<file path="src/rtl/idp_pkg.sv">
`default_nettype none
package idp_pkg;

   // ****************************************
   // Word indices of the parameter table
   // ****************************************
   localparam logic [7:0] IDX_FIRST = 8'h33;  // Word 51
   localparam logic [7:0] IDX_W52   = 8'h34;
   localparam logic [7:0] IDX_W53   = 8'h35;
   localparam logic [7:0] IDX_W54   = 8'h36;
   localparam logic [7:0] IDX_W62   = 8'h3E;
   localparam logic [7:0] IDX_W63   = 8'h3F;
   localparam logic [7:0] IDX_W64   = 8'h40;
   localparam logic [7:0] IDX_W65   = 8'h41;
   localparam logic [7:0] IDX_W66   = 8'h42;
   localparam logic [7:0] IDX_W67   = 8'h43;
   localparam logic [7:0] IDX_W68   = 8'h44;
   localparam logic [7:0] IDX_W69   = 8'h45;
   localparam logic [7:0] IDX_W70   = 8'h46;
   localparam logic [7:0] IDX_W71   = 8'h47;
   localparam logic [7:0] IDX_W72   = 8'h48;
   localparam logic [7:0] IDX_W73   = 8'h49;
   localparam logic [7:0] IDX_W79   = 8'h4F;
   localparam logic [7:0] IDX_W80   = 8'h50;
   localparam logic [7:0] IDX_W81   = 8'h51;
   localparam logic [7:0] IDX_W82   = 8'h52;
   localparam logic [7:0] IDX_LAST  = 8'h53;  // Word 83
   localparam logic [7:0] IDX_ONE   = 8'h01;
   localparam logic [7:0] WORD_SPAN = 8'h20;  // Last minus first

   // ****************************************
   // Fixed word values
   // ****************************************
   localparam logic [15:0] W51_VAL  = 16'h0200;
   localparam logic [15:0] W53_VAL  = 16'h0003;
   localparam int          W53_UDMA = 2;      // Word 88 valid flag
   localparam logic [7:0]  W63_SUPP = 8'h07;  // Modes 0..2 supported
   localparam logic [4:0]  W63_RSVD = 5'h00;
   localparam logic [15:0] W63_DFLT = 16'h0407;
   localparam logic [15:0] W64_VAL  = 16'h0003;
   localparam logic [15:0] W65_VAL  = 16'h0078; // 120 ns
   localparam logic [15:0] W66_VAL  = 16'h0078; // 120 ns
   localparam logic [15:0] W67_VAL  = 16'h017F; // 383 ns
   localparam logic [15:0] W68_VAL  = 16'h0078;
   localparam logic [15:0] W71_VAL  = 16'h07D0; // 2000 us
   localparam logic [15:0] W72_VAL  = 16'h03E8; // 1000 us
   localparam logic [15:0] W80_VAL  = 16'h0010;
   localparam logic [15:0] W81_VAL  = 16'h0000;
   localparam logic [15:0] W82_VAL  = 16'h4278;
   localparam logic [15:0] W83_VAL  = 16'h4000;
   localparam logic [15:0] RSV_VAL  = 16'h0000;

   // ****************************************
   // Multiword DMA mode selection
   // ****************************************
   localparam logic [1:0] DMA_MODE0 = 2'h0;
   localparam logic [1:0] DMA_MODE1 = 2'h1;
   localparam logic [1:0] DMA_MODE2 = 2'h2;
   localparam logic [1:0] DMA_NONE  = 2'h3;
   localparam logic [1:0] DMA_RESET = 2'h2;
   localparam logic [2:0] ACT_MODE0 = 3'h1;
   localparam logic [2:0] ACT_MODE1 = 3'h2;
   localparam logic [2:0] ACT_MODE2 = 3'h4;
   localparam logic [2:0] ACT_NONE  = 3'h0;

   // Stream sequencer states
   typedef enum logic [0:0] {ST_IDLE, ST_RUN} idp_strm_e;

endpackage
`default_nettype wire

</file>
<file path="src/rtl/idp_param_table.sv">
// Contract
// - Word 51 reads 0200h, PIO timing mode high, low byte zero.
// - Word 53 reads 0003h, bit 2 clear unless Ultra-DMA exists.
// - Word 63 bits 10/9/8 show mode 2/1/0 while selected, 0407h default.
// - Word 63 low byte holds 07h, modes 0 to 2 supported.
// - Word 64 reads 0003h, flow-controlled PIO modes 3 and 4.
// - Words 65 and 66 read 0078h, 120 ns DMA cycle.
// - Word 67 reads 017Fh, 383 ns PIO cycle without flow control.
// - Word 68 reads 0078h, PIO cycle with ready-line flow control.
// - Word 71 reads 07D0h, 2000 us packet bus release time.
// - Word 72 reads 03E8h, 1000 us service busy clear time.
// - Word 80 reads 0010h and word 81 reads 0000h.
// - Word 82 reads 4278h, the supported command set.
// - Word 83 reads 4000h, bit 14 one, bit 15 and microcode zero.
`default_nettype none
module idp_param_table #(
   parameter bit UDMA_SUPPORTED = 1'b0
) (
   // Clock and reset
   input  wire logic        core_clk,
   input  wire logic        nrst,
   // Random word read
   input  wire logic        rdReq,
   input  wire logic [7:0]  rdIndex,
   output logic      [15:0] rdData,
   output logic             rdAck,
   output logic             rdMiss,
   // Multiword DMA mode selection
   input  wire logic        modeWr,
   input  wire logic [1:0]  modeSel,
   output logic      [1:0]  dmaMode,
   // Ascending word stream
   input  wire logic        streamStart,
   input  wire logic        streamReady,
   output logic      [15:0] streamWord,
   output logic      [7:0]  streamIndex,
   output logic             streamValid,
   output logic             streamLast,
   output logic             streamBusy
);

   // ****************************************
   // Declarations
   // ****************************************
   logic [15:0]        rdWord;
   logic               rdInRange;
   logic [15:0]        stWord;
   logic [7:0]         next_streamIndex;
   logic               stAdvance;
   logic               stLoad;
   idp_pkg::idp_strm_e state;
   idp_pkg::idp_strm_e next_state;

   // ****************************************
   // Table lookups
   // ****************************************
   // Two copies so a random read never disturbs a running stream
   idp_word_rom #(
      .UDMA_SUPPORTED (UDMA_SUPPORTED)
   ) u_rom_rd (
      .wordIdx (rdIndex),
      .dmaMode (dmaMode),
      .wordVal (rdWord),
      .inRange (rdInRange)
   );

   idp_word_rom #(
      .UDMA_SUPPORTED (UDMA_SUPPORTED)
   ) u_rom_st (
      .wordIdx (next_streamIndex),
      .dmaMode (dmaMode),
      .wordVal (stWord),
      .inRange ()
   );

   // ****************************************
   // DMA mode register
   // ****************************************
   // Reset selects mode 2, giving the 0407h default of word 63
   always_ff @(posedge core_clk)
   begin
      if (!nrst)
         dmaMode <= idp_pkg::DMA_RESET;
      else if (modeWr)
         dmaMode <= modeSel;
   end

   // ****************************************
   // Random read port
   // ****************************************
   // Answer one cycle after the request; data holds until the next one
   always_ff @(posedge core_clk)
   begin
      if (!nrst)
      begin
         rdData <= idp_pkg::RSV_VAL;
         rdAck  <= 1'b0;
         rdMiss <= 1'b0;
      end
      else
      begin
         rdAck  <= rdReq;
         rdMiss <= rdReq && !rdInRange;
         if (rdReq)
            rdData <= rdWord;
      end
   end

   // ****************************************
   // Stream sequencer
   // ****************************************
   assign stAdvance = streamValid && streamReady;
   assign streamBusy = (state == idp_pkg::ST_RUN);

   // Next state and next index; start is ignored while running
   always_comb
   begin
      next_state       = state;
      next_streamIndex = streamIndex;
      stLoad           = 1'b0;
      case (state)
         idp_pkg::ST_IDLE:
         begin
            if (streamStart)
            begin
               next_state       = idp_pkg::ST_RUN;
               next_streamIndex = idp_pkg::IDX_FIRST;
               stLoad           = 1'b1;
            end
         end
         idp_pkg::ST_RUN:
         begin
            if (stAdvance && streamLast)
               next_state = idp_pkg::ST_IDLE;
            else if (stAdvance)
            begin
               next_streamIndex = streamIndex + idp_pkg::IDX_ONE;
               stLoad           = 1'b1;
            end
         end
         default:
            next_state = idp_pkg::ST_IDLE;
      endcase
   end

   // State register
   always_ff @(posedge core_clk)
   begin
      if (!nrst)
         state <= idp_pkg::ST_IDLE;
      else
         state <= next_state;
   end

   // Word and index only move on load so data is stable under valid
   always_ff @(posedge core_clk)
   begin
      if (!nrst)
      begin
         streamIndex <= idp_pkg::IDX_FIRST;
         streamWord  <= idp_pkg::RSV_VAL;
         streamLast  <= 1'b0;
      end
      else if (stLoad)
      begin
         streamIndex <= next_streamIndex;
         streamWord  <= stWord;
         streamLast  <= (next_streamIndex == idp_pkg::IDX_LAST);
      end
   end

   // Valid rises on start and falls after the last word is taken
   always_ff @(posedge core_clk)
   begin
      if (!nrst)
         streamValid <= 1'b0;
      else if (state == idp_pkg::ST_IDLE)
         streamValid <= streamStart;
      else if (stAdvance && streamLast)
         streamValid <= 1'b0;
   end

   // Helper: words accepted in the current stream before its last word
   logic [7:0] stCount;

   always_ff @(posedge core_clk)
   begin
      if (!nrst)
         stCount <= 8'h00;
      else if (stLoad && state == idp_pkg::ST_IDLE)
         stCount <= 8'h00;
      else if (stAdvance && !streamLast)
         stCount <= stCount + idp_pkg::IDX_ONE;
   end
endmodule
`default_nettype wire

</file>
<file path="src/rtl/idp_word_rom.sv">
`default_nettype none
// Maps a word index to its table contents; purely combinational
module idp_word_rom #(
   parameter bit UDMA_SUPPORTED = 1'b0
) (
   // Lookup
   input  wire logic [7:0]  wordIdx,
   input  wire logic [1:0]  dmaMode,
   // Result
   output logic      [15:0] wordVal,
   output logic             inRange
);

   // ****************************************
   // Active mode bits of word 63
   // ****************************************
   logic [2:0] actBits;

   // One-hot of the selected mode, none for the spare code
   always_comb
   begin
      case (dmaMode)
         idp_pkg::DMA_MODE0: actBits = idp_pkg::ACT_MODE0;
         idp_pkg::DMA_MODE1: actBits = idp_pkg::ACT_MODE1;
         idp_pkg::DMA_MODE2: actBits = idp_pkg::ACT_MODE2;
         default:            actBits = idp_pkg::ACT_NONE;
      endcase
   end

   // ****************************************
   // Table lookup
   // ****************************************
   // Anything not listed is reserved and reads zero
   always_comb
   begin
      inRange = (wordIdx >= idp_pkg::IDX_FIRST) &&
                (wordIdx <= idp_pkg::IDX_LAST);
      wordVal = idp_pkg::RSV_VAL;
      case (wordIdx)
         idp_pkg::IDX_FIRST: wordVal = idp_pkg::W51_VAL;
         idp_pkg::IDX_W53:
         begin
            wordVal = idp_pkg::W53_VAL;
            wordVal[idp_pkg::W53_UDMA] = UDMA_SUPPORTED;
         end
         idp_pkg::IDX_W63:
            wordVal = {idp_pkg::W63_RSVD, actBits,
                       idp_pkg::W63_SUPP};
         idp_pkg::IDX_W64:  wordVal = idp_pkg::W64_VAL;
         idp_pkg::IDX_W65:  wordVal = idp_pkg::W65_VAL;
         idp_pkg::IDX_W66:  wordVal = idp_pkg::W66_VAL;
         idp_pkg::IDX_W67:  wordVal = idp_pkg::W67_VAL;
         idp_pkg::IDX_W68:  wordVal = idp_pkg::W68_VAL;
         idp_pkg::IDX_W71:  wordVal = idp_pkg::W71_VAL;
         idp_pkg::IDX_W72:  wordVal = idp_pkg::W72_VAL;
         idp_pkg::IDX_W80:  wordVal = idp_pkg::W80_VAL;
         idp_pkg::IDX_W81:  wordVal = idp_pkg::W81_VAL;
         idp_pkg::IDX_W82:  wordVal = idp_pkg::W82_VAL;
         idp_pkg::IDX_LAST: wordVal = idp_pkg::W83_VAL;
         default:           wordVal = idp_pkg::RSV_VAL;
      endcase
   end

endmodule
`default_nettype wire
</file>
<file path="config.mk">
export PLATFORM = sky130hd
export DESIGN_NAME = idp_param_table
export DESIGN_NICKNAME = d
export VERILOG_FILES = /design/src/rtl/idp_pkg.sv /design/src/rtl/idp_param_table.sv /design/src/rtl/idp_word_rom.sv
export SDC_FILE = /design/constraint.sdc
export NUM_CORES = 1
export LEC_CHECK = 0
export BUFFER_PORTS_ARGS = -buffer_cell sky130_fd_sc_hd__buf_2
export CORE_MARGIN = 2
export CORE_UTILIZATION = 40
export CTS_CLUSTER_DIAMETER = 60
export DETAILED_ROUTE_END_ITERATION = 6
export PLACE_DENSITY = 0.71
export SYNTH_ARGS = -nofsm -noshare
export SYNTH_HDL_FRONTEND = slang
export SYNTH_SLANG_ARGS = --single-unit
export TNS_END_PERCENT = 1
</file>
<file path="constraint.sdc">
create_clock -name core_clk -period 1.9 [get_ports core_clk]
set_input_delay 0.19 -clock core_clk [delete_from_list [all_inputs] [get_ports core_clk]]
set_output_delay 0.19 -clock core_clk [all_outputs]
set_load 0.01 [all_outputs]
</file>
* After elaboration in Yosys (flattened, before gate mapping) *
Cells that the tools add are included.

cells by class
  $add $sub $neg = 1
  magnitude comparators = 2
  eq/ne operators = 29
  multiplexer cells = 15
  bitwise operators = 1
  reduce and logical (&&, ||, !) cells = 10

operator list
  cell                                                   number
  case mux 15 bit (10 select lines)                      2
  equality test 8 x 7 -> 1 bit, second input constant    20
  equality test 8 x 6 -> 1 bit, second input constant    6
  two-way mux 8 bit                                      3
  case mux 8 bit (2 select lines)                        1
  case mux 3 bit (3 select lines)                        1
  adder 8 x 1 -> 8 bit, second input constant            1
  >= comparator 8 x 6 -> 1 bit, second input constant    1
  <= comparator 8 x 7 -> 1 bit, second input constant    1
  two-way mux 1 bit                                      6
  OR reduction 3 bit                                     2
  logical AND 1 bit                                      4
  case mux 1 bit (2 select lines)                        2
  OR reduction 2 bit                                     2
  equality test 2 x 1 -> 1 bit, second input constant    1
  equality test 2 bit, second input constant             1
  zero test 2 bit                                        1
  inequality test 2 x 1 -> 1 bit, second input constant  1
  zero test 1 bit                                        1
  NOT 1 bit                                              1

storage, ports and cells
  register bits = 47
  bits of input ports = 16
  output and inout port bits = 47
  word-level logic and storage cells = 67

* Longest topological paths before layout *
  depth in word-level cells = 7
  gate-level depth with buffers = 8
  gate-level depth less buffers = 7

* Hierarchy *
From an unflattened synthesis, not the netlist that was laid out.

unflattened totals
  cell total of the unflattened synthesis = 333
  area total of the unflattened synthesis = 2723.9 µm²

by module, submodules not included
  module           times used  cells an instance  area each (µm²)  seq. area each (µm²)
  idp_param_table  1           207                1930.6           940.9
  idp_word_rom     2           63                 396.6            0.0

* Worst setup path after synthesis *
No wires, ideal clock.

  path type = reg-to-reg
  start = register streamIndex[1]
  end = register streamWord[1]
  library setup time = 126 ps
  arrival time = 1975 ps
  required time = 1774 ps
  slack = -201 ps
  stages on the path, launching flop included = 9
  path buffers = 1
  clock period less this slack = 2101 ps
  cells stage by stage = dfxtp_1 ha_1 buf_2 and3_1 a31o_2 a221o_2 and4_1 a41oi_1 o21ai_0

on the way
  cells in the longest elaborated chain, start to end = 7
  elaborated cells on any way between the ends = 21
  classes of those cells = add/sub: 1; eq/ne: 13; mux: 5; reduce/logical: 2

ends and longest elaborated chain
  what                                                                          RTL line                text
  start, declared                                                               idp_param_table.sv:36   output logic [7:0] streamIndex,
  start signal, assigned                                                        idp_param_table.sv:160  streamIndex <= idp_pkg::IDX_FIRST;
  start signal, assigned                                                        idp_param_table.sv:166  streamIndex <= next_streamIndex;
  adder 8 x 1 -> 8 bit                                                          idp_param_table.sv:137  next_streamIndex = streamIndex + idp_pkg::IDX_ONE;
  two-way mux 8 bit                                                             idp_param_table.sv:135  else if (stAdvance)
  two-way mux 8 bit                                                             idp_param_table.sv:133  if (stAdvance && streamLast)
  case mux 8 bit (2 select lines) *                                             idp_param_table.sv:121  case (state)
  equality test 8 x 7 -> 1 bit or equality test 8 x 6 -> 1 bit (tied branches)  idp_word_rom.sv:39      case (wordIdx)
  OR reduction 3 bit (no line) or OR reduction 2 bit (tied branches)            n/a
  case mux 15 bit (10 select lines) *                                           idp_word_rom.sv:39
  end signal, assigned                                                          idp_param_table.sv:161  streamWord <= idp_pkg::RSV_VAL;
  end signal, assigned                                                          idp_param_table.sv:167  streamWord <= stWord;
  end, declared                                                                 idp_param_table.sv:35   output logic [15:0] streamWord,

Every way passes the cells marked *; elsewhere a longest branch is shown, timed or not.
A chain may end at the register's enable or synchronous reset.

* Worst setup path in the final report *
  start = register streamIndex[0]
  end = register streamWord[8]

Same word-level chain as after synthesis.

==> results.py <==
metrics = {
    "sta": {
        "holdWs_ns": 0.115,
        "finalCritPeriodShare": 1.06,
        "fin_tns_setup_ns": -0.461,
        "finalSetupViolations": 8,
        "timing.fmax_mhz": 496,
        "period_needed_ns": 2.01,
        "hold_viol": 0,
        "setup_slack_ns": -0.115,
        "maxSlewViolCount": 0,
        "skew_ns": 0.00923,
        "rsz0062_at_grt": "yes",
    },
    "critical_path": {
        "cp-start-kind": "register",
        "critPathMaxFanout": 6,
        "crit_type": "reg2reg",
        "required_ns": 2.12,
        "end_kind": "register",
        "cp.arrival_ns": 2.24,
    },
    "logic_synthesis": {
        "synth_compound_area_frac": 0.277,
        "async_flop_share": 0,
        "synth-edff-count": 0,
        "yosys.area.top_type": "dfxtp_1",
        "syn-cell-area_um2": 2360,
        "synth.ff_latch_count": 35,
        "yosys.area_share.simple": 0.279,
        "syn-mean-instance-area_um2": 7.73,
        "synth_cell_types": 61,
        "yosys_warnings": 0,
        "synth.mux.area_fraction": 0.0303,
        "ys_top_cells_by_area": "dfxtp_1 30%, nand2_1 4.9%, o21ai_0 4.9%, buf_4 4.8%, nand3_1 3.2%",
        "synthCells": 305,
        "synth_top_area_share": 0.297,
        "synth_xor_area_frac": 0.00372,
        "synthAdderAreaFrac": 0.00531,
        "synth_top_family_by_area": "simple AND/OR/NAND/NOR gates",
        "ys.flop_type": "dfxtp_1",
        "ys_seq_area_frac": 0.297,
    },
    "die": {
        "std_cell_rows": 27,
        "die_w_um": 80.8,
        "die-area_um2": 6520,
        "ioPinCount": 63,
        "initial_utilization": 0.420,
        "dieHeight_um": 80.8,
        "core-area_um2": 5610,
    },
    "place": {
        "post_dp_cell_area_um2": 2910,
        "place_congestion": 0.939,
        "io_buffers": 54,
        "dp_hpwl_um": 5120,
    },
    "drt": {
        "drcViolationCount": 0,
        "drt-pass1-iter-count": 4,
        "num_vias": 2636,
        "detail_route.wl_per_cell_um": 15.0,
        "drt_wl_total_um": 6980,
        "via_per_inst": 5.67,
        "detail-route-antenna-nets": 0,
        "drt_iter0_drc": 174,
    },
    "clock_tree": {
        "numCtsBuffers": 5,
        "hold_buffers": 0,
        "clockBufferDepth": 2,
        "htreeDepth": 2,
        "cts_root_buffer": "clkbuf_8",
        "clk_latency_ns": 0.29,
        "tritoncts": "yes",
        "clkSinkCount": 35,
        "clkTransAtPathRegs_ns": 0.08,
    },
    "cells_and_area": {
        "n_antenna_cell": 0,
        "nNetsFinal": 409,
        "final_common_cell": "buf_4",
        "final_area_um2": 3140,
        "mostFrequentLayoutCells": "55 x buf_4, 54 x buf_2, 31 x nand2_1, 30 x dfxtp_1, 20 x o21ai_0",
        "area_delta_synth_final_pct": 33.1,
        "nFillCells": 548,
        "drive_gt1_frac": 0.364,
    },
    "outcome": {
        "status": "finished, violations left",
        "violations": "setup timing",
    },
    "grt": {
        "gr-total-overflow": 0,
        "antenna_found_initial": 0,
        "grt_pass1_vias": 2311,
        "grt_start_max_net_pins": 22,
        "grt_pass1_wl_um": 11000,
        "grt_use_total": 0.213,
    },
    "pwr": {
        "p_per_area_nw_per_um2": 551,
        "ir_worst_vdd_mv": 0.385,
        "leakagePower_uw": 0.00133,
    },
    "min_path": {
        "hold_class": "in2reg",
    },
    "flow_run": {
        "maxCapViolations": 0,
    },
}
-- Yosys cell counts (all sizes together), types with 7 or more instances --
cell    count
clkbuf     14
o21ai      25
o211ai      8
nand2b      7
buf        22
nand3      15
dfxtp      35
a31oi       7
nand2      31
nand4       7
nor2       10
a21oi      10
inv        10
nor3       13
and2       10
a21boi      8
-- timing repair --
action | 4_1_cts | 5_1_grt
pin swaps | 5 | 5
endpoints found under the setup margin | 10 | 11
setup buffers | 4 | 3
resized for setup | 8 | 10
-- flip-flops by register name, summed over array words and instances (netlist names) --
signal / count
dmaMode: 2
rdAck: 1
rdData: 10
rdMiss: 1
streamBusy: 1
streamIndex: 8
streamLast: 1
streamValid: 1
streamWord: 10
-- final cells by class --
class                           count  area (µm²)  share of cell area
Multi-Input combinational cell    231        1510               0.480
Clock inverter                      2        13.8             0.00439
Inverter                           10        41.3              0.0132
Clock buffer                        6        93.8              0.0299
Timing Repair Buffer              109         683               0.218
Sequential cell                    35         709               0.226
Tap cell                           72        90.1              0.0287
-- where the power goes --
part / internal, µW / switching (µW)
Clock: 338 / 300
Combinational: 134 / 183
Sequential: 756 / 15.9
Total: 1230 / 499
-- stage by stage --
stage	setup WS, ns	std cells	utilization	total power (µW)
3_5_place_dp	-0.107	450	0.519	1090
4_1_cts	-0.0826	462	0.547	1720
5_1_grt	-0.209	465	0.560	1800
6_report	-0.115	465	0.560	1730
2_1_floorplan	-0.0132	312	-	981
3_3_place_gp	-0.0476	450	0.519	1090
-- metal layers --
layer  global-route usage  up-vias  wire (µm)  share of wire
li1                     -     1290          -              -
met1                0.302     1234       3250           0.47
met2                0.333       98       3180           0.46
met3               0.0400       14        443          0.064
met4               0.0508        0        101          0.014
met5                    0        -          0              0
-- critical path, cell delays in order (launching register included) --
cell,delay [ns]
dfxtp_2,0.37
ha_4,0.17
clkinvlp_4,0.17
nor3_4,0.30
mux2i_2,0.14
a2111o_1,0.42
o21a_1,0.20
a31oi_1,0.18
-- kinds of logic after synthesis --
kind of cell    count (synthesis)
simple gates                  118
buf+inv                        46
other cells                     1
fa+ha+maj                       1
mux                             7
flops                          35
xor+xnor                        1
compound gates                 96
-- final timing paths --
kind / from / endpoint / slack, ns / depth (start not counted)
max: streamIndex[0]$_SDFFE_PN1P_ / streamWord[8]$_SDFFE_PN0P_ / -0.11 / 7
max reg2reg: streamIndex[0]$_SDFFE_PN1P_ / streamWord[8]$_SDFFE_PN0P_ / -0.11 / 7
min reg2reg: rdData[2]$_SDFFE_PN0P_ / rdData[2]$_SDFFE_PN0P_ / 0.48 / 2
min: modeSel[1] / dmaMode[1]$_SDFFE_PN1P_ / 0.12 / 3
Power figures use the tool's default switching activity.
